## src/pkg/pat_cfg.svh

```systemverilog
// Purpose : constants of the agent temperature poller
// Assumes : included by the design modules
// Notes   : register offsets are word indices, byte address = 4 * index
`ifndef PAT_CFG_SVH
`define PAT_CFG_SVH
// ==========================================================
// register indices
`define PAT_IDX_AGENT_CFG 8'he0
`define PAT_IDX_TBASE1    8'he1
`define PAT_IDX_TBASE2    8'he2
`define PAT_IDX_TBASE3    8'he3
`define PAT_IDX_TBASE4    8'he4
`define PAT_IDX_DOM_HOST  8'he5
`define PAT_IDX_WARN      8'he8
`define PAT_IDX_SST       8'hf1
`define PAT_IDX_IRQ_STAT  8'hf8
`define PAT_IDX_IRQ_MASK  8'hf9
`define PAT_IDX_TEMP_HI   8'hfe
`define PAT_IDX_TEMP_LO   8'hff
`define PAT_IDX_HI        9
`define PAT_IDX_LO        2
// ==========================================================
// reset values and fields
`define PAT_TEMPERATURE_REFERENCE_VALUE_RST     7'h48
`define PAT_SST_RST       8'h48
`define PAT_DOM_HOST_MASK 8'hf3
`define PAT_BIT_EXT_HOST  0
`define PAT_BIT_RET_HIGH  1
`define PAT_AGENT_BASE    8'h30
`define PAT_ALERT_FAILS   2'h3
`define PAT_RESP_OKAY     2'h0
`define PAT_RESP_SLVERR   2'h2
// ==========================================================
// link bit rates
`define PAT_CLK_HZ        10000000
`define PAT_RATE0_HZ      1500000
`define PAT_RATE1_HZ      750000
`define PAT_RATE2_HZ      375000
`define PAT_RATE3_HZ      187500
`endif

```

## src/pkg/pat_pkg.sv

```systemverilog
// Purpose : types of the agent temperature poller
// Assumes : pat_cfg.svh holds every number
// Notes   : one packed struct per module holds all state
`default_nettype none
package pat_pkg;
  typedef logic [7:0]  pat_byte_type;
  typedef logic [15:0] pat_temp_type;
  typedef enum logic [2:0] {
    PAT_IDLE = 3'b001,
    PAT_REQ  = 3'b010,
    PAT_GAP  = 3'b100
  } pat_poll_type;
  typedef struct packed {
    pat_poll_type    state;
    logic [1:0]      agent;
    logic            two_pass;
    logic            second;
    logic            req;
    logic            domain;
    pat_byte_type    addr;
    pat_temp_type    d0;
    pat_temp_type    temp;
    pat_byte_type    agent_cfg;
    logic [3:0][6:0] temperature_reference_value;
    pat_byte_type    dom_host;
    logic [1:0]      speed;
    logic [3:0]      absent;
    logic [3:0][1:0] fails;
    pat_byte_type    sst;
    logic [4:0]      irq_stat;
    logic [4:0]      irq_mask;
    logic            irq;
    logic            aw_full;
    logic            aw_ok;
    pat_byte_type    aw_idx;
    logic            w_full;
    logic            w_be;
    pat_byte_type    w_data;
    logic            bvalid;
    logic [1:0]      bresp;
    logic            rvalid;
    pat_byte_type    rdata;
    logic [1:0]      rresp;
  } pat_core_type;
  typedef struct packed {
    logic [5:0] cnt;
    logic       tick;
  } pat_rate_type;
endpackage : pat_pkg
`default_nettype wire

```

## src/rtl/pat_top.sv

```systemverilog
// Purpose : agent temperature poller with AXI4-Lite registers
// Assumes : link engine on CLK runs one transaction per request
// Notes   : result bytes show the last reported agent value
//
// The implementer's own choice: the AXI4-Lite register port.
`timescale 1ns/100ps
`default_nettype none
`include "pat_cfg.svh"
// Overview of operation
// - each agent has a 7-bit reference value, bit 7 reads zero.
// - bits 7..4 of the domain register flag a second domain per agent.
// - with return-highest set, the larger of both domains is reported.
// - bit 0 hands the bus to an external host and silences ours.
// - an agent's alert flag rises after three failed transactions.
// - the speed code picks 1.5 MHz, 750 kHz, 375 kHz or 187.5 kHz.
// - the 8-bit target address register resets to 48h.
// - the high result byte is read-only.
// - the low result byte is read-only.
// - both result bytes form one 16-bit two's-complement value.
// - only agents whose enable bit is set are addressed.
// - the domain select bit counts only with a second domain present.
// - agents 1 to 4 use client addresses 30h to 33h.
module pat_top #(
  parameter int AW = 12
) (
  input  wire logic              CLK,
  input  wire logic              RESETN,
  input  wire logic [AW-1:0]     S_AXI_AWADDR,
  input  wire logic              S_AXI_AWVALID,
  output var  logic              S_AXI_AWREADY,
  input  wire logic [31:0]       S_AXI_WDATA,
  input  wire logic [3:0]        S_AXI_WSTRB,
  input  wire logic              S_AXI_WVALID,
  output var  logic              S_AXI_WREADY,
  output var  logic [1:0]        S_AXI_BRESP,
  output var  logic              S_AXI_BVALID,
  input  wire logic              S_AXI_BREADY,
  input  wire logic [AW-1:0]     S_AXI_ARADDR,
  input  wire logic              S_AXI_ARVALID,
  output var  logic              S_AXI_ARREADY,
  output var  logic [31:0]       S_AXI_RDATA,
  output var  logic [1:0]        S_AXI_RRESP,
  output var  logic              S_AXI_RVALID,
  input  wire logic              S_AXI_RREADY,
  output var  logic              PECI_REQ,
  output var  pat_pkg::pat_byte_type PECI_ADDR,
  output var  logic              PECI_DOMAIN,
  output var  logic              PECI_BIT_TICK,
  input  wire logic              PECI_DONE,
  input  wire logic              PECI_ACK,
  input  wire pat_pkg::pat_temp_type PECI_DATA,
  output var  logic              HOST_OWNS_BUS,
  output var  logic              IRQ
);
  import pat_pkg::*;
  // ========================================================
  // state and helpers
  pat_core_type r_q;
  pat_core_type r_d;
  logic         aw_hs;
  logic         w_hs;
  logic         ar_hs;
  logic         wr_go;
  logic         ext_host;
  logic         ret_high;
  logic [3:0]   en_vec;
  logic [3:0]   d1_vec;
  logic [3:0]   sel_vec;
  logic         two_now;
  logic         dom_now;
  logic         done_ok;
  logic         done_bad;
  logic         upd;
  logic [1:0]   fail_inc;
  logic [3:0]   alert_rise;
  logic [4:0]   irq_clr;
  pat_temp_type new_temp;
  logic         ar_ok;
  logic         ar_hit;
  pat_byte_type ar_val;
  logic         aw_hit;

  function automatic logic reg_hit(input pat_byte_type idx);
    case (idx)
      `PAT_IDX_AGENT_CFG, `PAT_IDX_TBASE1, `PAT_IDX_TBASE2,
      `PAT_IDX_TBASE3, `PAT_IDX_TBASE4, `PAT_IDX_DOM_HOST,
      `PAT_IDX_WARN, `PAT_IDX_SST, `PAT_IDX_IRQ_STAT,
      `PAT_IDX_IRQ_MASK, `PAT_IDX_TEMP_HI,
      `PAT_IDX_TEMP_LO: reg_hit = 1'b1;
      default:          reg_hit = 1'b0;
    endcase
  endfunction : reg_hit

  function automatic pat_byte_type reg_val(input pat_byte_type idx,
                                           input pat_core_type r);
    case (idx)
      `PAT_IDX_AGENT_CFG: reg_val = r.agent_cfg;
      `PAT_IDX_TBASE1:    reg_val = {1'b0, r.temperature_reference_value[0]};
      `PAT_IDX_TBASE2:    reg_val = {1'b0, r.temperature_reference_value[1]};
      `PAT_IDX_TBASE3:    reg_val = {1'b0, r.temperature_reference_value[2]};
      `PAT_IDX_TBASE4:    reg_val = {1'b0, r.temperature_reference_value[3]};
      `PAT_IDX_DOM_HOST:  reg_val = r.dom_host;
      `PAT_IDX_WARN:      reg_val = {r.absent, 2'h0, r.speed};
      `PAT_IDX_SST:       reg_val = r.sst;
      `PAT_IDX_IRQ_STAT:  reg_val = {3'h0, r.irq_stat};
      `PAT_IDX_IRQ_MASK:  reg_val = {3'h0, r.irq_mask};
      `PAT_IDX_TEMP_HI:   reg_val = r.temp[15:8];
      `PAT_IDX_TEMP_LO:   reg_val = r.temp[7:0];
      default:            reg_val = 8'h00;
    endcase
  endfunction : reg_val

  assign aw_hs    = S_AXI_AWVALID & S_AXI_AWREADY;
  assign w_hs     = S_AXI_WVALID & S_AXI_WREADY;
  assign ar_hs    = S_AXI_ARVALID & S_AXI_ARREADY;
  assign wr_go    = r_q.aw_full & r_q.w_full & ~r_q.bvalid;
  assign aw_hit   = r_q.aw_ok & reg_hit(r_q.aw_idx);
  assign ar_ok    = S_AXI_ARADDR[AW-1:`PAT_IDX_HI+1] == '0;
  assign ar_hit   = ar_ok &
                    reg_hit(S_AXI_ARADDR[`PAT_IDX_HI:`PAT_IDX_LO]);
  assign ar_val   = reg_val(S_AXI_ARADDR[`PAT_IDX_HI:`PAT_IDX_LO], r_q);
  assign ext_host = r_q.dom_host[`PAT_BIT_EXT_HOST];
  assign ret_high = r_q.dom_host[`PAT_BIT_RET_HIGH];
  assign en_vec   = r_q.agent_cfg[7:4];
  assign sel_vec  = r_q.agent_cfg[3:0];
  assign d1_vec   = r_q.dom_host[7:4];
  assign two_now  = ret_high & d1_vec[r_q.agent];
  // select only counts with a second domain
  assign dom_now  = d1_vec[r_q.agent] & sel_vec[r_q.agent];
  assign done_ok  = (r_q.state == PAT_REQ) & PECI_DONE & PECI_ACK;
  assign done_bad = (r_q.state == PAT_REQ) & PECI_DONE & ~PECI_ACK;
  assign upd      = done_ok & ~(r_q.two_pass & ~r_q.second);
  // signed compare keeps values below zero in order
  assign new_temp = (r_q.two_pass &&
                     $signed(r_q.d0) > $signed(PECI_DATA)) ?
                    r_q.d0 : PECI_DATA;
  assign fail_inc = (r_q.fails[r_q.agent] == `PAT_ALERT_FAILS) ?
                    `PAT_ALERT_FAILS :
                    2'(r_q.fails[r_q.agent] + 2'h1);
  assign irq_clr  = (wr_go && aw_hit && r_q.w_be &&
                     r_q.aw_idx == `PAT_IDX_IRQ_STAT) ?
                    r_q.w_data[4:0] : 5'h0;

  genvar g;
  generate
    for (g = 0; g < 4; g++) begin : g_alert
      assign alert_rise[g] = done_bad && r_q.agent == 2'(g) &&
                             fail_inc == `PAT_ALERT_FAILS &&
                             !r_q.absent[g];
    end
  endgenerate

  // ========================================================
  // next state
  always_comb begin
    r_d = r_q;
    // write address and data may arrive in either order
    if (aw_hs) begin
      r_d.aw_full = 1'b1;
      r_d.aw_idx  = S_AXI_AWADDR[`PAT_IDX_HI:`PAT_IDX_LO];
      r_d.aw_ok   = S_AXI_AWADDR[AW-1:`PAT_IDX_HI+1] == '0;
    end
    if (w_hs) begin
      r_d.w_full = 1'b1;
      r_d.w_data = S_AXI_WDATA[7:0];
      r_d.w_be   = S_AXI_WSTRB[0];
    end
    if (r_q.bvalid && S_AXI_BREADY) begin
      r_d.bvalid = 1'b0;
    end
    if (wr_go) begin
      r_d.aw_full = 1'b0;
      r_d.w_full  = 1'b0;
      r_d.bvalid  = 1'b1;
      r_d.bresp   = aw_hit ? `PAT_RESP_OKAY : `PAT_RESP_SLVERR;
      if (aw_hit && r_q.w_be) begin
        case (r_q.aw_idx)
          `PAT_IDX_AGENT_CFG: r_d.agent_cfg = r_q.w_data;
          `PAT_IDX_TBASE1,
          `PAT_IDX_TBASE2,
          `PAT_IDX_TBASE3,
          `PAT_IDX_TBASE4: begin
            r_d.temperature_reference_value[2'(r_q.aw_idx - `PAT_IDX_TBASE1)] =
              r_q.w_data[6:0];
          end
          `PAT_IDX_DOM_HOST: begin
            r_d.dom_host = r_q.w_data & `PAT_DOM_HOST_MASK;
          end
          `PAT_IDX_WARN:     r_d.speed = r_q.w_data[1:0];
          `PAT_IDX_SST:      r_d.sst = r_q.w_data;
          `PAT_IDX_IRQ_MASK: r_d.irq_mask = r_q.w_data[4:0];
          // result bytes ignore writes
          default: ;
        endcase
      end
    end
    if (ar_hs) begin
      r_d.rvalid = 1'b1;
      r_d.rdata  = ar_val;
      r_d.rresp  = ar_hit ? `PAT_RESP_OKAY : `PAT_RESP_SLVERR;
    end else if (r_q.rvalid && S_AXI_RREADY) begin
      r_d.rvalid = 1'b0;
    end
    // poller
    unique case (r_q.state)
      PAT_IDLE: begin
        // a transaction already begun is finished before handing over
        if (!ext_host) begin
          if (en_vec[r_q.agent]) begin
            r_d.state    = PAT_REQ;
            r_d.req      = 1'b1;
            r_d.two_pass = two_now;
            r_d.second   = 1'b0;
            r_d.domain   = two_now ? 1'b0 : dom_now;
            r_d.addr     = 8'(`PAT_AGENT_BASE + r_q.agent);
          end else begin
            r_d.agent = 2'(r_q.agent + 2'h1);
          end
        end
      end
      PAT_REQ: begin
        if (PECI_DONE) begin
          r_d.req = 1'b0;
          if (PECI_ACK) begin
            r_d.fails[r_q.agent]  = 2'h0;
            r_d.absent[r_q.agent] = 1'b0;
            if (r_q.two_pass && !r_q.second) begin
              r_d.d0     = PECI_DATA;
              r_d.second = 1'b1;
              r_d.domain = 1'b1;
              r_d.state  = PAT_GAP;
            end else begin
              r_d.temp  = new_temp;
              r_d.state = PAT_IDLE;
              r_d.agent = 2'(r_q.agent + 2'h1);
            end
          end else begin
            r_d.fails[r_q.agent] = fail_inc;
            if (fail_inc == `PAT_ALERT_FAILS) begin
              r_d.absent[r_q.agent] = 1'b1;
            end
            r_d.state = PAT_IDLE;
            r_d.agent = 2'(r_q.agent + 2'h1);
          end
        end
      end
      PAT_GAP: begin
        // one idle cycle separates the two domain reads
        r_d.req   = 1'b1;
        r_d.state = PAT_REQ;
      end
    endcase
    // set wins over a clear in the same cycle
    r_d.irq_stat = (r_q.irq_stat & ~irq_clr) | {upd, alert_rise};
    r_d.irq      = |(r_d.irq_stat & r_d.irq_mask);
  end

  always_ff @(posedge CLK or negedge RESETN) begin
    if (!RESETN) begin
      r_q       <= '0;
      r_q.state <= PAT_IDLE;
      r_q.temperature_reference_value <= {4{`PAT_TEMPERATURE_REFERENCE_VALUE_RST}};
      r_q.sst   <= `PAT_SST_RST;
    end else begin
      r_q <= r_d;
    end
  end

  pat_rate_gen u_rate (
    .clk    (CLK),
    .resetn (RESETN),
    .speed  (r_q.speed),
    .tick   (PECI_BIT_TICK)
  );

  // ========================================================
  // outputs
  assign S_AXI_AWREADY = ~r_q.aw_full & ~r_q.bvalid;
  assign S_AXI_WREADY  = ~r_q.w_full & ~r_q.bvalid;
  assign S_AXI_BVALID  = r_q.bvalid;
  assign S_AXI_BRESP   = r_q.bresp;
  assign S_AXI_ARREADY = ~r_q.rvalid;
  assign S_AXI_RVALID  = r_q.rvalid;
  assign S_AXI_RRESP   = r_q.rresp;
  assign S_AXI_RDATA   = {24'h0, r_q.rdata};
  assign PECI_REQ      = r_q.req;
  assign PECI_ADDR     = r_q.addr;
  assign PECI_DOMAIN   = r_q.domain;
  assign HOST_OWNS_BUS = ~ext_host;
  assign IRQ           = r_q.irq;
endmodule : pat_top
`default_nettype wire

```

## src/rtl/pat_rate_gen.sv

```systemverilog
// Purpose : bit-rate enable pulse for the link engine
// Assumes : clock at PAT_CLK_HZ
// Notes   : periods round down to whole cycles
`timescale 1ns/100ps
`default_nettype none
`include "pat_cfg.svh"
module pat_rate_gen (
  input  wire logic       clk,
  input  wire logic       resetn,
  input  wire logic [1:0] speed,
  output var  logic       tick
);
  import pat_pkg::*;
  // ========================================================
  // period per speed code
  localparam logic [5:0] P0 = 6'(`PAT_CLK_HZ / `PAT_RATE0_HZ);
  localparam logic [5:0] P1 = 6'(`PAT_CLK_HZ / `PAT_RATE1_HZ);
  localparam logic [5:0] P2 = 6'(`PAT_CLK_HZ / `PAT_RATE2_HZ);
  localparam logic [5:0] P3 = 6'(`PAT_CLK_HZ / `PAT_RATE3_HZ);
  pat_rate_type r_q;
  pat_rate_type r_d;
  logic [5:0]   period;
  always_comb begin
    unique case (speed)
      2'h0:    period = P0;
      2'h1:    period = P1;
      2'h2:    period = P2;
      default: period = P3;
    endcase
    r_d = r_q;
    r_d.tick = 1'b0;
    // >= so a slower-to-faster change never overruns
    if (r_q.cnt >= 6'(period - 6'h1)) begin
      r_d.cnt  = 6'h0;
      r_d.tick = 1'b1;
    end else begin
      r_d.cnt = 6'(r_q.cnt + 6'h1);
    end
  end
  always_ff @(posedge clk or negedge resetn) begin
    if (!resetn) begin
      r_q <= '0;
    end else begin
      r_q <= r_d;
    end
  end
  assign tick = r_q.tick;
endmodule : pat_rate_gen
`default_nettype wire

```

## config.mk

```make
export PLATFORM = sky130hd
export DESIGN_NAME = pat_top
export DESIGN_NICKNAME = d
export VERILOG_FILES = /design/src/pkg/pat_pkg.sv /design/src/rtl/pat_top.sv /design/src/rtl/pat_rate_gen.sv
export VERILOG_INCLUDE_DIRS = /design/src /design/src/pkg
export SDC_FILE = /design/constraint.sdc
export NUM_CORES = 1
export LEC_CHECK = 0
export BUFFER_PORTS_ARGS = -buffer_cell sky130_fd_sc_hd__clkbuf_2
export CAP_MARGIN = 20
export CELL_PAD_IN_SITES_DETAIL_PLACEMENT = 1
export CELL_PAD_IN_SITES_GLOBAL_PLACEMENT = 1
export CORE_MARGIN = 2
export CORE_UTILIZATION = 40
export CTS_BUF_LIST = sky130_fd_sc_hd__clkbuf_8
export CTS_CLUSTER_SIZE = 24
export DETAILED_ROUTE_END_ITERATION = 8
export PLACE_DENSITY_LB_ADDON = 0.1
export SYNTH_ARGS = -nofsm -noshare
export SYNTH_HDL_FRONTEND = slang
export SYNTH_SLANG_ARGS = --single-unit
```

## constraint.sdc

```tcl
create_clock -name CLK -period 3.3 [get_ports CLK]
set_input_delay 0.33 -clock CLK [delete_from_list [all_inputs] [get_ports CLK]]
set_output_delay 0.33 -clock CLK [all_outputs]
set_load 0.02 [all_outputs]
```

==> flow_summary.html, run 1 <==
<table>
<tr><th>Metric</th><th>Value</th></tr>
<tr><th colspan="2">Clock tree</th></tr>
<tr><td>CTS H-Tree Depth</td><td>4</td></tr>
<tr><td>Number of CTS-inserted buffers</td><td>17</td></tr>
<tr><td>TritonCTS clock tree</td><td>done</td></tr>
<tr><td>Sink count of the clock tree</td><td>158</td></tr>
<tr><td>Clock insertion delay at the later pin of the skew report</td><td>460 ps</td></tr>
<tr><td>Root Buffer Master</td><td>sky130_fd_sc_hd__clkbuf_8</td></tr>
<tr><td>Gates resized, CTS repair</td><td>0</td></tr>
<tr><td>Deepest clock path buffer count</td><td>2</td></tr>
<tr><td>Clock slew at the register clock pins of the worst setup and hold paths</td><td>90 ps</td></tr>
<tr><th colspan="2">STA</th></tr>
<tr><td>Final setup violation count</td><td>0</td></tr>
<tr><td>Worst hold slack after final layout</td><td>approximately 38 ps</td></tr>
<tr><td>Clock skew</td><td>11.2 ps</td></tr>
<tr><td>Crit path time final</td><td>2890 ps</td></tr>
<tr><td>Final hold violation count</td><td>0</td></tr>
<tr><td>Worst setup slack after layout</td><td>406 ps</td></tr>
<tr><td>Final max-slew violation count</td><td>0</td></tr>
<tr><td>Worst rel slew slack</td><td>roughly 48%</td></tr>
<tr><td>TNS Setup</td><td>0 ps</td></tr>
<tr><td>FMAX</td><td>roughly 350 MHz</td></tr>
<tr><td>RSZ-0062 raised after global routing</td><td>false</td></tr>
<tr><td>Slew at the pin with the worst max-slew slack</td><td>781 ps</td></tr>
<tr><td>Final Cycle Share</td><td>approximately 90%</td></tr>
<tr><th colspan="2">Synthesis</th></tr>
<tr><td>Sequential element share of the synthesized area</td><td>46.9%</td></tr>
<tr><td>Ranking of synthesized cells by instance count</td><td>147 x sky130_fd_sc_hd__dfrtp_1, 103 x sky130_fd_sc_hd__mux2_2, 49 x sky130_fd_sc_hd__nor2_1, 47 x sky130_fd_sc_hd__nand2_1, 44 x sky130_fd_sc_hd__buf_4</td></tr>
<tr><td>Mean instance size in the synthesized netlist</td><td>11.0 µm²</td></tr>
<tr><td>Netlist Area Pre-Place</td><td>8470 µm²</td></tr>
<tr><td>Synth Instances</td><td>768</td></tr>
<tr><td>Proportion of netlist area held by the largest area contributor</td><td>43.4%</td></tr>
<tr><td>Count of warnings emitted by yosys</td><td>0</td></tr>
<tr><td>Predominant post-synthesis flop cell</td><td>sky130_fd_sc_hd__dfrtp_1</td></tr>
<tr><td>Count of flip-flops with a built-in enable after synthesis</td><td>0</td></tr>
<tr><td>Cell taking the most area after synthesis</td><td>sky130_fd_sc_hd__dfrtp_1</td></tr>
<tr><td>Cell types with the largest area share after synthesis</td><td>sky130_fd_sc_hd__dfrtp_1 43%, sky130_fd_sc_hd__mux2_2 14%, sky130_fd_sc_hd__ha_1 5.0%</td></tr>
<tr><td>Distinct cell type count of the synthesized netlist</td><td>62</td></tr>
<tr><td>Most frequently used cell type in the post-synthesis netlist</td><td>sky130_fd_sc_hd__dfrtp_1</td></tr>
<tr><td>Fraction of registers with async set/reset</td><td>100%</td></tr>
<tr><td>Flop and latch count out of synthesis</td><td>158</td></tr>
<tr><th colspan="2">Finish</th></tr>
<tr><td>Final net count</td><td>about 950</td></tr>
<tr><td>Fraction of final layout cells with drive strength greater than 1</td><td>between 20 and 30%</td></tr>
<tr><td>Diode count</td><td>0</td></tr>
<tr><td>Util after Layout</td><td>44.6%</td></tr>
<tr><td>Synthesis-to-layout area growth</td><td>9.90%</td></tr>
<tr><th colspan="2">Detailed routing</th></tr>
<tr><td>Count of routing violations after the opening detailed-route iteration</td><td>285</td></tr>
<tr><td>Via density per instance</td><td>5.44</td></tr>
<tr><td>Number of routed nets with antenna violations</td><td>0</td></tr>
<tr><td>Total iterations of the first detailed-routing run</td><td>8</td></tr>
<tr><td>Post-Route WL</td><td>21800 µm</td></tr>
<tr><td>Number of vias after detailed routing</td><td>6061</td></tr>
<tr><td>DRC Markers</td><td>0</td></tr>
<tr><td>Average routed wire per standard cell</td><td>19.6 µm</td></tr>
<tr><th colspan="2">Place</th></tr>
<tr><td>Port buffer count</td><td>77</td></tr>
<tr><td>Weighted congestion reported at the end of routability-driven placement</td><td>0.784</td></tr>
<tr><td>Post-DP HPWL</td><td>approximately 16000 µm</td></tr>
<tr><td>Dpl ws</td><td>326 ps</td></tr>
<tr><th colspan="2">GRT</th></tr>
<tr><td>Residual overflow from global routing</td><td>0</td></tr>
<tr><td>Antenna violations before repair</td><td>1</td></tr>
<tr><td>Number of global-route vias before repair</td><td>roughly 6400</td></tr>
<tr><td>First-pass GRT wire length</td><td>35500 µm</td></tr>
<tr><td>Overall Global Routing Usage</td><td>just over 20%</td></tr>
<tr><td>Maximum number of pins on one net before global-route repair</td><td>77</td></tr>
<tr><th colspan="2">Floorplanning</th></tr>
<tr><td>Count of boundary I/O pins</td><td>139</td></tr>
<tr><td>Initial Utilization</td><td>between 40% and 50%</td></tr>
<tr><td>Die height</td><td>~150 µm</td></tr>
<tr><td>Horizontal die dimension</td><td>150 µm</td></tr>
<tr><td>Number of rows created at floorplan</td><td>53</td></tr>
<tr><td>Area of the die</td><td>22400 µm²</td></tr>
<tr><td>Core Area</td><td>approximately 21000 µm²</td></tr>
<tr><th colspan="2">Power and ir drop</th></tr>
<tr><td>Share of power burned in the clock network</td><td>23.2%</td></tr>
<tr><td>Total internal power</td><td>3.67 mW</td></tr>
<tr><td>Psw</td><td>2.07 mW</td></tr>
<tr><td>Part of the total power dissipated in combinational logic</td><td>27.8%</td></tr>
<tr><td>Sequential share of power</td><td>49.1%</td></tr>
<tr><td>Switching Share</td><td>36.1%</td></tr>
<tr><td>Pleak</td><td>4.44 nW</td></tr>
<tr><td>Largest vdd supply drop</td><td>235 µV</td></tr>
<tr><td>PD cells</td><td>about 600 nW/µm²</td></tr>
<tr><th colspan="2">Critical path</th></tr>
<tr><td>Critical Path Source Type</td><td>register</td></tr>
<tr><td>Crit path capture type</td><td>register</td></tr>
<tr><td>Setup Crit Path Kind</td><td>reg2reg</td></tr>
<tr><td>Maximum fanout along the worst path</td><td>17</td></tr>
<tr><td>Worst EP arrival</td><td>3230 ps</td></tr>
<tr><td>Worst endpoint required time</td><td>3640 ps</td></tr>
<tr><th colspan="2">Outcome</th></tr>
<tr><td>Result of the run</td><td>completed</td></tr>
<tr><th colspan="2">Run</th></tr>
<tr><td>Max-Cap Viols</td><td>0</td></tr>
<tr><th colspan="2">Worst hold path</th></tr>
<tr><td>Path category of the worst min-delay check</td><td>in2reg</td></tr>
</table>
[layer usage]
layer  track usage (%)  vias up  part of all wire, %
met5                 0        -                    0
met4              5.86        0                  1.4
met3              3.99       22                  4.5
met2              34.1      123                   49
met1              27.6     3087                   45
li1                  -     2829                    -
[power groups by stage]
stage                     combinational [mW]  clock [mW]  sequential (mW)
after floorplan                         1.30           0             2.60
after detailed placement                1.62           0             2.86
final                                   1.59        1.33             2.82
after global routing                    1.78        1.47             2.89
after global placement                  1.54           0             2.84
after CTS                               1.62        1.38             2.82
[state kept, by name, indices dropped and copies added, names as in the netlist, named ones only]
name,count
PECI_DOMAIN,1
u_rate.r_q,6
S_AXI_BVALID,1
u_rate.tick,1
en_vec,4
PECI_ADDR,3
ext_host,1
S_AXI_RVALID,1
S_AXI_RRESP,1
S_AXI_RDATA,8
IRQ,1
PECI_REQ,1
r_q,120
S_AXI_BRESP,1
d1_vec,4
[critical path, cell delays in order, from the launching register on]
cell and delay, ps:
sky130_fd_sc_hd__dfrtp_1 420, sky130_fd_sc_hd__ha_1 330, sky130_fd_sc_hd__a21oi_2 150, sky130_fd_sc_hd__o21ai_1 120, sky130_fd_sc_hd__a221o_1 380, sky130_fd_sc_hd__or4_4 610, sky130_fd_sc_hd__and2_1 390, sky130_fd_sc_hd__a221o_1 360
[placed cells by master, fill, tap and decap left out, types with 10 or more instances in the layout]
cell type	synthesis	layout
sky130_fd_sc_hd__clkbuf_8	0	18
sky130_fd_sc_hd__inv_1	36	39
sky130_fd_sc_hd__dfrtp_1	147	147
sky130_fd_sc_hd__clkbuf_2	0	76
sky130_fd_sc_hd__a31oi_1	14	14
sky130_fd_sc_hd__ha_1	34	34
sky130_fd_sc_hd__mux2_2	103	103
sky130_fd_sc_hd__o21ai_0	21	21
sky130_fd_sc_hd__buf_4	44	13
sky130_fd_sc_hd__nand4_1	10	10
sky130_fd_sc_hd__a21o_1	10	10
sky130_fd_sc_hd__a21oi_1	27	27
sky130_fd_sc_hd__conb_1	1	30
sky130_fd_sc_hd__nand3_1	21	21
sky130_fd_sc_hd__a221o_1	15	15
sky130_fd_sc_hd__dfstp_2	11	11
sky130_fd_sc_hd__nand2_1	47	47
sky130_fd_sc_hd__mux2i_1	18	18
sky130_fd_sc_hd__nor2_1	49	49
[kinds of logic (layout without fill, tap and decap cells)]
family                     after synthesis  count (layout)  synth area share, %
buffers and inverters                  117             160                 7.48
muxes                                  126             126                 17.2
and+or+nand+nor                        181             181                 10.5
adders and majority gates               34              34                 5.02
xor gates and xnor gates                 5               5                0.517
other                                    1              30               0.0443
AOI/OAI and AO/OA                      146             146                 12.4
DFF                                    158             158                 46.9
[layout make-up]
type                    instances  area [µm²]
fillers                      2293       11600
well taps                     275         344
flip-flops and latches        158        3970
clock buffers                  18         248
inverters                      36         135
repair buffers                 92         519
multi-input cells             522        3990
clock inverters                14         105
[path summary, 6_finish.rpt]
check,from,to,slack (ps),depth (start not counted)
setup reg to reg,r_q[134]$_DFFE_PN0P_,r_q[118]$_DFFE_PN0P_,410,7
hold reg to reg,S_AXI_RDATA[6]$_DFFE_PN0P_,S_AXI_RDATA[6]$_DFFE_PN0P_,490,2
max in group asynchronous,RESETN,r_q[18]$_DFFE_PN0P_,1940,3
min in group asynchronous,RESETN,u_rate.r_q[3]$_DFF_PN0_,460,2
hold / removal,S_AXI_BREADY,S_AXI_BVALID$_DFFE_PN0P_,40,2
setup / recovery,r_q[134]$_DFFE_PN0P_,r_q[118]$_DFFE_PN0P_,410,7
[metrics by stage]
| stage | cells | power, mW | cell area (µm²) |
|---|---|---|---|
| CTS | 1115 | 5.82 | 9310 |
| detailed placement | 1082 | 4.48 | 8940 |
| global route | 1115 | 6.15 | 9310 |
| global placement | 1082 | 4.38 | 8940 |
| finish | 1115 | 5.74 | 9310 |
| floorplan | 797 | 3.90 | 8580 |
[timing repair]
item                      in CTS  in global routing
hold endpoints to repair      66                  0
setup buffers                  0                  0
hold buffers                   1                  0
Power figures use the tool's default switching activity.
==> inputs of run 2 (changes only) <==
--- a/config.mk
+++ b/config.mk
@@ -12,10 +12,11 @@
 export CELL_PAD_IN_SITES_GLOBAL_PLACEMENT = 1
 export CORE_MARGIN = 2
 export CORE_UTILIZATION = 40
-export CTS_BUF_LIST = sky130_fd_sc_hd__clkbuf_8
+export CTS_BUF_LIST = sky130_fd_sc_hd__clkbuf_16
 export CTS_CLUSTER_SIZE = 24
 export DETAILED_ROUTE_END_ITERATION = 8
 export PLACE_DENSITY_LB_ADDON = 0.1
+export REMOVE_ABC_BUFFERS = 1
 export SYNTH_ARGS = -nofsm -noshare
 export SYNTH_HDL_FRONTEND = slang
 export SYNTH_SLANG_ARGS = --single-unit
==> constraint.sdc (replaced) <==
create_clock -name CLK -period 3.3 [get_ports CLK]
set_input_delay 0.495 -clock CLK [delete_from_list [all_inputs] [get_ports CLK]]
set_output_delay 0.495 -clock CLK [all_outputs]
set_load 0.02 [all_outputs]
==> run 2 against run 1 <==
  * Count of clock-buffer cells in the layout fell by 1
  * Worst setup slack got worse by 110 ps
  * Critical path depth did not move
  * Sequential power barely moved
  * Power rose by 11%
  * Sequential share of layout area fell by 0.95 points
  * Via count rose by 0.73%
  * Register-to-register slack got worse by 110 ps
  * Clock power rose by 47%
  * Design area rose by 2.3%
  * Clock skew fell by 1.2 ps
  * Critical path type unchanged
  * Highest routed layer unchanged
==> flow_summary.html, run 2 (same netlist as run 1, synthesis figures left out) <==
<table>
<tr><th>Metric</th><th>Value</th></tr>
<tr><th colspan="2">Outcome</th></tr>
<tr><td>Result of the run</td><td>completed</td></tr>
<tr><th colspan="2">STA</th></tr>
<tr><td>FMAX</td><td>333 MHz</td></tr>
<tr><td>RSZ-0062 raised after global routing</td><td>false</td></tr>
<tr><td>Slew at the pin with the worst max-slew slack</td><td>roughly 850 ps</td></tr>
<tr><td>Final setup violation count</td><td>0</td></tr>
<tr><td>Clock skew</td><td>between 9 and 10 ps</td></tr>
<tr><td>TNS Setup</td><td>0 ps</td></tr>
<tr><td>Worst rel slew slack</td><td>a little over two fifths</td></tr>
<tr><td>Worst hold slack after final layout</td><td>between 80 and 90 ps</td></tr>
<tr><td>Final max-slew violation count</td><td>0</td></tr>
<tr><td>Final Cycle Share</td><td>between 90% and 100%</td></tr>
<tr><td>Final hold violation count</td><td>0</td></tr>
<tr><td>Crit path time final</td><td>3000 ps</td></tr>
<tr><th colspan="2">Clock tree</th></tr>
<tr><td>TritonCTS clock tree</td><td>done</td></tr>
<tr><td>Clock insertion delay at the later pin of the skew report</td><td>around 430 ps</td></tr>
<tr><td>Gates resized, CTS repair</td><td>0</td></tr>
<tr><td>CTS H-Tree Depth</td><td>4</td></tr>
<tr><td>Sink count of the clock tree</td><td>~160</td></tr>
<tr><td>Clock slew at the register clock pins of the worst setup and hold paths</td><td>about 70 ps</td></tr>
<tr><td>Deepest clock path buffer count</td><td>2</td></tr>
<tr><td>Number of buffers inserted by hold repair at cts</td><td>0</td></tr>
<tr><td>Root Buffer Master</td><td>sky130_fd_sc_hd__clkbuf_16</td></tr>
<tr><td>Number of CTS-inserted buffers</td><td>17</td></tr>
<tr><td>Setup repair bufs after CTS</td><td>0</td></tr>
<tr><th colspan="2">Critical path</th></tr>
<tr><td>Maximum fanout along the worst path</td><td>17</td></tr>
<tr><td>Critical path cell sequence</td><td>ha_1 -&gt; nand4_1 -&gt; or3_1 -&gt; a21oi_1 -&gt; or4_4 -&gt; and2_1 -&gt; o211ai_1</td></tr>
<tr><td>Setup Crit Path Kind</td><td>reg2reg</td></tr>
<tr><td>Critical Path Source Type</td><td>register</td></tr>
<tr><td>Slowest stage cell on the critical path</td><td>sky130_fd_sc_hd__and2_1</td></tr>
<tr><td>Worst endpoint required time</td><td>3570 ps</td></tr>
<tr><td>Crit-path max cell delay</td><td>~600 ps</td></tr>
<tr><td>Crit path capture type</td><td>register</td></tr>
<tr><td>Worst EP arrival</td><td>3280 ps</td></tr>
<tr><th colspan="2">Detailed routing</th></tr>
<tr><td>Count of routing violations after the opening detailed-route iteration</td><td>387</td></tr>
<tr><td>Number of vias after detailed routing</td><td>a little over 6000</td></tr>
<tr><td>Total iterations of the first detailed-routing run</td><td>5</td></tr>
<tr><td>DRC Markers</td><td>0</td></tr>
<tr><td>Via density per instance</td><td>5.48</td></tr>
<tr><td>Average routed wire per standard cell</td><td>20.1 µm</td></tr>
<tr><td>Number of routed nets with antenna violations</td><td>0</td></tr>
<tr><td>Post-Route WL</td><td>between 20000 and 25000 µm</td></tr>
<tr><th colspan="2">Place</th></tr>
<tr><td>Weighted congestion reported at the end of routability-driven placement</td><td>0.856</td></tr>
<tr><td>Area after detailed placement</td><td>8940 µm²</td></tr>
<tr><td>Port buffer count</td><td>77</td></tr>
<tr><td>Post-DP HPWL</td><td>16800 µm</td></tr>
<tr><th colspan="2">Finish</th></tr>
<tr><td>Util after Layout</td><td>a little under half</td></tr>
<tr><td>Diode count</td><td>0</td></tr>
<tr><td>Final design instance area without fill</td><td>9520 µm²</td></tr>
<tr><td>Register with the highest flop count</td><td>r_q</td></tr>
<tr><td>Synthesis-to-layout area growth</td><td>12.4%</td></tr>
<tr><td>Final net count</td><td>about 950</td></tr>
<tr><td>Most frequent cells in the layout</td><td>147 x sky130_fd_sc_hd__dfrtp_1, 103 x sky130_fd_sc_hd__mux2_2, 76 x sky130_fd_sc_hd__clkbuf_2</td></tr>
<tr><td>Flip-flop count of the largest register after layout</td><td>120</td></tr>
<tr><td>Commonest non-fill, non-tap cell in the layout</td><td>sky130_fd_sc_hd__dfrtp_1</td></tr>
<tr><td>Fill cell count</td><td>2293</td></tr>
<tr><td>Fraction of final layout cells with drive strength greater than 1</td><td>29.6%</td></tr>
<tr><th colspan="2">Floorplanning</th></tr>
<tr><td>Area of the die</td><td>22400 µm²</td></tr>
<tr><td>Die height</td><td>~150 µm</td></tr>
<tr><td>Number of rows created at floorplan</td><td>between 50 and 60</td></tr>
<tr><td>Initial Utilization</td><td>around two fifths</td></tr>
<tr><td>Count of boundary I/O pins</td><td>roughly 140</td></tr>
<tr><td>Horizontal die dimension</td><td>150 µm</td></tr>
<tr><td>Core Area</td><td>roughly 21000 µm²</td></tr>
<tr><th colspan="2">Power and ir drop</th></tr>
<tr><td>Pleak</td><td>approximately 4.5 nW</td></tr>
<tr><td>Largest vdd supply drop</td><td>around 340 µV</td></tr>
<tr><td>PD cells</td><td>669 nW/µm²</td></tr>
<tr><td>Overall power of the completed layout</td><td>6.37 mW</td></tr>
<tr><th colspan="2">Worst hold path</th></tr>
<tr><td>Path category of the worst min-delay check</td><td>in2async</td></tr>
<tr><th colspan="2">Run</th></tr>
<tr><td>Max-Cap Viols</td><td>0</td></tr>
<tr><th colspan="2">GRT</th></tr>
<tr><td>Maximum number of pins on one net before global-route repair</td><td>71</td></tr>
<tr><td>Overall Global Routing Usage</td><td>20.9%</td></tr>
<tr><td>First-pass GRT wire length</td><td>35700 µm</td></tr>
<tr><td>Antenna violations before repair</td><td>0</td></tr>
<tr><td>Number of global-route vias before repair</td><td>6494</td></tr>
<tr><td>Residual overflow from global routing</td><td>0</td></tr>
</table>
-- run 2: cell type report --
type	instances	area, µm²	area share [%]
Tap cell	275	344	3.62
Multi-Input combinational cell	522	3990	42.0
Inverter	36	135	1.42
Timing Repair Buffer	92	504	5.30
Sequential cell	158	3970	41.7
Clock inverter	15	148	1.55
Clock buffer	17	425	4.47
-- run 2: power by group --
part,total (mW),switching (mW),internal (mW)
Sequential,2.83,0.485,2.34
Clock,1.95,0.840,1.11
Combinational,1.58,0.857,0.728
-- run 2: worst max-delay path, delay by kind of cell, from the launching register on --
| family | cells | cell delay, ps |
|---|---|---|
| adder cells (fa/ha/maj) | 1 | 300 |
| AND/OR/NAND/NOR | 4 | 1640 |
| AO/OA/AOI/OAI | 2 | 510 |
| flip-flops | 1 | 400 |
-- run 2: stage by stage --
stage          setup slack [ps]  std cells
2_1_floorplan              96.8        716
3_3_place_gp                193       1083
3_5_place_dp                149       1083
4_1_cts                     380       1115
5_1_grt                     175       1115
6_report                    298       1115
-- run 2: worst paths after layout --
check | start | end | slack (ps) | cells past startpoint
setup / recovery | r_q[136]$_DFFE_PN0P_ | r_q[111]$_DFFE_PN0P_ | 300 | 7
hold / removal | RESETN | u_rate.tick$_DFF_PN0_ | 90 | 1
setup reg to reg | r_q[136]$_DFFE_PN0P_ | r_q[111]$_DFFE_PN0P_ | 300 | 7
hold reg to reg | PECI_ADDR[1]$_DFFE_PN0P_ | PECI_ADDR[1]$_DFFE_PN0P_ | 480 | 2
max in group asynchronous | RESETN | r_q[88]$_DFFE_PN1P_ | 2320 | 2
min in group CLK | S_AXI_RREADY | S_AXI_RVALID$_DFFE_PN0P_ | 230 | 2
-- run 2: metal layers --
layer  wire length, µm  vias to the layer above  track usage [%]
li1                  -                     2827                -
met2             11000                      137             34.2
met3               888                       20             3.90
met4               301                        0             6.05
met1             10300                     3121             28.4
met5                 0                        -                0
==> inputs of run 3 (changes only) <==
--- a/config.mk
+++ b/config.mk
@@ -6,6 +6,7 @@
 export SDC_FILE = /design/constraint.sdc
 export NUM_CORES = 1
 export LEC_CHECK = 0
+export ABC_AREA = 1
 export BUFFER_PORTS_ARGS = -buffer_cell sky130_fd_sc_hd__clkbuf_2
 export CAP_MARGIN = 20
 export CELL_PAD_IN_SITES_DETAIL_PLACEMENT = 1
==> run 3 against run 2 <==
  * Via count grew 14%
  * Non-clock buffer count shrank 2
  * Design area is essentially flat
  * Sequential power shrank 8.8%
  * Die area shrank 0.13%
  * Count of clock-buffer cells in the layout is the same
  * Register-to-register slack gained 270 ps
  * Hold slack lost 57 ps
  * Utilization is essentially flat
  * Worst setup slack gained 270 ps
==> flow_summary.html, run 3 <==
<table>
<tr><th>Metric</th><th>Value</th></tr>
<tr><th colspan="2">Synthesis</th></tr>
<tr><td>Sequential element share of the synthesized area</td><td>46.9%</td></tr>
<tr><td>Synth Instances</td><td>1032</td></tr>
<tr><td>Fraction of registers with async set/reset</td><td>100%</td></tr>
<tr><td>Cell taking the most area after synthesis</td><td>sky130_fd_sc_hd__dfrtp_1</td></tr>
<tr><td>Ranking of synthesized cells by instance count</td><td>255 x sky130_fd_sc_hd__nand2_1, 147 x sky130_fd_sc_hd__dfrtp_1, 124 x sky130_fd_sc_hd__inv_1, 105 x sky130_fd_sc_hd__o21ai_0, 72 x sky130_fd_sc_hd__nor2_1</td></tr>
<tr><td>Most frequently used cell type in the post-synthesis netlist</td><td>sky130_fd_sc_hd__nand2_1</td></tr>
<tr><td>Flop and latch count out of synthesis</td><td>158</td></tr>
<tr><td>Netlist Area Pre-Place</td><td>8460 µm²</td></tr>
<tr><td>Proportion of netlist area held by the largest area contributor</td><td>43.5%</td></tr>
<tr><td>Distinct cell type count of the synthesized netlist</td><td>52</td></tr>
<tr><td>Cell types with the largest area share after synthesis</td><td>sky130_fd_sc_hd__dfrtp_1 43%, sky130_fd_sc_hd__nand2_1 11%, sky130_fd_sc_hd__o21ai_0 6.2%</td></tr>
<tr><td>Predominant post-synthesis flop cell</td><td>sky130_fd_sc_hd__dfrtp_1</td></tr>
<tr><td>Count of flip-flops with a built-in enable after synthesis</td><td>0</td></tr>
<tr><td>Mean instance size in the synthesized netlist</td><td>8.19 µm²</td></tr>
<tr><td>Count of warnings emitted by yosys</td><td>0</td></tr>
<tr><th colspan="2">Critical path</th></tr>
<tr><td>Worst EP arrival</td><td>3080 ps</td></tr>
<tr><td>Worst endpoint required time</td><td>3640 ps</td></tr>
<tr><td>Critical Path Source Type</td><td>register</td></tr>
<tr><td>Crit path capture type</td><td>register</td></tr>
<tr><td>Maximum fanout along the worst path</td><td>7</td></tr>
<tr><td>R2r endpoint</td><td>u_rate.r_q[4]$_DFF_PN0_</td></tr>
<tr><td>Setup Crit Path Kind</td><td>reg2reg</td></tr>
<tr><td>Path depth of the worst reg2reg path</td><td>12</td></tr>
<tr><td>Worst setup path endpoint</td><td>u_rate.r_q[4]$_DFF_PN0_</td></tr>
<tr><td>Worst r2r src</td><td>r_q[65]$_DFFE_PN0P_</td></tr>
<tr><td>CP bufs+invs</td><td>1</td></tr>
<tr><td>Slowest stage cell on the critical path</td><td>sky130_fd_sc_hd__dfrtp_1</td></tr>
<tr><td>Crit-path max cell delay</td><td>440 ps</td></tr>
<tr><td>Number of stages on the worst setup path</td><td>12</td></tr>
<tr><td>Register-to-register path setup slack</td><td>between 500 and 600 ps</td></tr>
<tr><td>Kind of cell adding the most delay to the critical path</td><td>compound AO/OA/AOI/OAI gates</td></tr>
<tr><td>Critical Path Start</td><td>r_q[65]$_DFFE_PN0P_</td></tr>
<tr><td>Critical path cell sequence</td><td>inv_1 -&gt; ha_1 -&gt; o21bai_1 -&gt; ha_1 -&gt; ha_1 -&gt; a21boi_0 -&gt; o21a_1 -&gt; o21a_1 -&gt; o21a_1 -&gt; o21ai_0 -&gt; nand2_1 -&gt; nor3b_1</td></tr>
<tr><th colspan="2">Finish</th></tr>
<tr><td>Final net count</td><td>1222</td></tr>
<tr><td>Register with the highest flop count</td><td>r_q</td></tr>
<tr><td>Fraction of final layout cells with drive strength greater than 1</td><td>14.3%</td></tr>
<tr><td>Flip-flop count of the largest register after layout</td><td>120</td></tr>
<tr><td>Diode count</td><td>0</td></tr>
<tr><td>Most frequent cells in the layout</td><td>255 x sky130_fd_sc_hd__nand2_1, 147 x sky130_fd_sc_hd__dfrtp_1, 124 x sky130_fd_sc_hd__inv_1</td></tr>
<tr><td>Commonest non-fill, non-tap cell in the layout</td><td>sky130_fd_sc_hd__nand2_1</td></tr>
<tr><td>Final design instance area without fill</td><td>around 9500 µm²</td></tr>
<tr><td>Fill cell count</td><td>2599</td></tr>
<tr><td>Synthesis-to-layout area growth</td><td>12.6%</td></tr>
<tr><th colspan="2">Power and ir drop</th></tr>
<tr><td>Share of power burned in the clock network</td><td>31.9%</td></tr>
<tr><td>Overall power of the completed layout</td><td>6.13 mW</td></tr>
<tr><td>Pleak</td><td>4.71 nW</td></tr>
<tr><td>PD cells</td><td>around 640 nW/µm²</td></tr>
<tr><td>Part of the total power dissipated in combinational logic</td><td>25.9%</td></tr>
<tr><td>Total internal power</td><td>roughly 3.9 mW</td></tr>
<tr><td>Psw</td><td>2.23 mW</td></tr>
<tr><td>Largest vdd supply drop</td><td>approximately 330 µV</td></tr>
<tr><td>Sequential share of power</td><td>42.2%</td></tr>
<tr><td>Switching Share</td><td>36.5%</td></tr>
<tr><th colspan="2">Clock tree</th></tr>
<tr><td>Gates resized, CTS repair</td><td>0</td></tr>
<tr><td>Sink count of the clock tree</td><td>158</td></tr>
<tr><td>Clock insertion delay at the later pin of the skew report</td><td>430 ps</td></tr>
<tr><td>Deepest clock path buffer count</td><td>2</td></tr>
<tr><td>Number of CTS-inserted buffers</td><td>17</td></tr>
<tr><td>CTS H-Tree Depth</td><td>4</td></tr>
<tr><td>Clock slew at the register clock pins of the worst setup and hold paths</td><td>70 ps</td></tr>
<tr><td>TritonCTS clock tree</td><td>done</td></tr>
<tr><td>Setup repair bufs after CTS</td><td>0</td></tr>
<tr><td>Root Buffer Master</td><td>sky130_fd_sc_hd__clkbuf_16</td></tr>
<tr><td>Number of buffers inserted by hold repair at cts</td><td>0</td></tr>
<tr><th colspan="2">STA</th></tr>
<tr><td>Clock skew</td><td>8.10 ps</td></tr>
<tr><td>RSZ-0062 raised after global routing</td><td>false</td></tr>
<tr><td>Slew at the pin with the worst max-slew slack</td><td>~990 ps</td></tr>
<tr><td>FMAX</td><td>365 MHz</td></tr>
<tr><td>Final hold violation count</td><td>0</td></tr>
<tr><td>Final setup violation count</td><td>0</td></tr>
<tr><td>Worst rel slew slack</td><td>34.1%</td></tr>
<tr><td>Final Cycle Share</td><td>between 80% and 90%</td></tr>
<tr><td>Final max-slew violation count</td><td>0</td></tr>
<tr><td>TNS Setup</td><td>0 ps</td></tr>
<tr><td>Worst hold slack after final layout</td><td>28.5 ps</td></tr>
<tr><td>Worst setup slack after layout</td><td>roughly 560 ps</td></tr>
<tr><td>Crit path time final</td><td>~2700 ps</td></tr>
<tr><th colspan="2">GRT</th></tr>
<tr><td>Number of global-route vias before repair</td><td>~7000</td></tr>
<tr><td>Antenna violations before repair</td><td>1</td></tr>
<tr><td>Residual overflow from global routing</td><td>0</td></tr>
<tr><td>First-pass GRT wire length</td><td>approximately 37000 µm</td></tr>
<tr><td>Overall Global Routing Usage</td><td>21.7%</td></tr>
<tr><td>Maximum number of pins on one net before global-route repair</td><td>between 50 and 60</td></tr>
<tr><th colspan="2">Place</th></tr>
<tr><td>Port buffer count</td><td>77</td></tr>
<tr><td>Area after detailed placement</td><td>a little under 9000 µm²</td></tr>
<tr><td>Weighted congestion reported at the end of routability-driven placement</td><td>0.814</td></tr>
<tr><td>Dpl ws</td><td>between 500 and 600 ps</td></tr>
<tr><td>Post-DP HPWL</td><td>17200 µm</td></tr>
<tr><th colspan="2">Run</th></tr>
<tr><td>Max-Cap Viols</td><td>0</td></tr>
<tr><th colspan="2">Floorplanning</th></tr>
<tr><td>Core Area</td><td>20900 µm²</td></tr>
<tr><td>Number of rows created at floorplan</td><td>53</td></tr>
<tr><td>Count of boundary I/O pins</td><td>139</td></tr>
<tr><td>Area of the die</td><td>around 22000 µm²</td></tr>
<tr><td>Horizontal die dimension</td><td>roughly 150 µm</td></tr>
<tr><td>Initial Utilization</td><td>between 40 and 50%</td></tr>
<tr><td>Die height</td><td>between 100 and 150 µm</td></tr>
<tr><th colspan="2">Detailed routing</th></tr>
<tr><td>Average routed wire per standard cell</td><td>~16 µm</td></tr>
<tr><td>Number of routed nets with antenna violations</td><td>0</td></tr>
<tr><td>Post-Route WL</td><td>22900 µm</td></tr>
<tr><td>DRC Markers</td><td>0</td></tr>
<tr><td>Number of vias after detailed routing</td><td>6969</td></tr>
<tr><td>Count of routing violations after the opening detailed-route iteration</td><td>271</td></tr>
<tr><td>Via density per instance</td><td>5.01</td></tr>
<tr><td>Total iterations of the first detailed-routing run</td><td>4</td></tr>
<tr><th colspan="2">Worst hold path</th></tr>
<tr><td>Path category of the worst min-delay check</td><td>in2async</td></tr>
<tr><th colspan="2">Outcome</th></tr>
<tr><td>Result of the run</td><td>completed</td></tr>
</table>
run 3: metal layers:
metal,global-route usage [%],routed length [µm],vias up
li1,-,-,3446
met1,30.5,11000,3381
met2,35.1,10700,121
met3,3.00,951,21
met4,6.19,333,0
met5,0,0,-
run 3: kinds of logic after synthesis:
kind of cell | synth area share, %
flops | 46.9
buf+inv | 11.3
simple gates | 22.0
mux | 0.399
xor+xnor | 0.311
compound gates | 14.0
fa+ha+maj | 5.03
other cells | 0.0443
run 3: area by class of cell:
type	count	area, µm²	share of cell area (%)
Multi-Input combinational cell	708	3640	38.3
Clock buffer	17	425	4.47
Inverter	128	480	5.05
Sequential cell	158	3970	41.7
Tap cell	275	344	3.61
Clock inverter	15	145	1.52
Timing Repair Buffer	90	514	5.40
run 3: how the worst min path moves through the flow:
| stage | start | end | slack, ps | cells after the start |
|---|---|---|---|---|
| after floorplan | RESETN | IRQ$_DFF_PN0_ | 200 | 0 |
| after global placement | S_AXI_RDATA[2]$_DFFE_PN0P_ | S_AXI_RDATA[2]$_DFFE_PN0P_ | 460 | 2 |
| after detailed placement | r_q[51]$_DFFE_PN1P_ | r_q[51]$_DFFE_PN1P_ | 460 | 2 |
| after CTS | RESETN | PECI_ADDR[4]$_DFFE_PN0P_ | 40 | 1 |
| after global routing | RESETN | u_rate.tick$_DFF_PN0_ | 50 | 1 |
| final | RESETN | u_rate.tick$_DFF_PN0_ | 30 | 1 |
run 3: stage by stage:
stage	cells	utilization, %
floorplan	994	-
global placement	1359	42.8
detailed placement	1359	42.8
CTS	1391	45.6
global route	1391	45.6
finish	1391	45.6
run 3: power by group through the flow:
stage | combinational [mW] | sequential [mW] | clock (mW)
2_1_floorplan | 1.03 | 2.59 | 0
3_3_place_gp | 1.58 | 2.61 | 0
3_5_place_dp | 1.62 | 2.62 | 0
4_1_cts | 1.63 | 2.59 | 1.99
5_1_grt | 1.82 | 2.64 | 2.07
6_report | 1.59 | 2.58 | 1.95
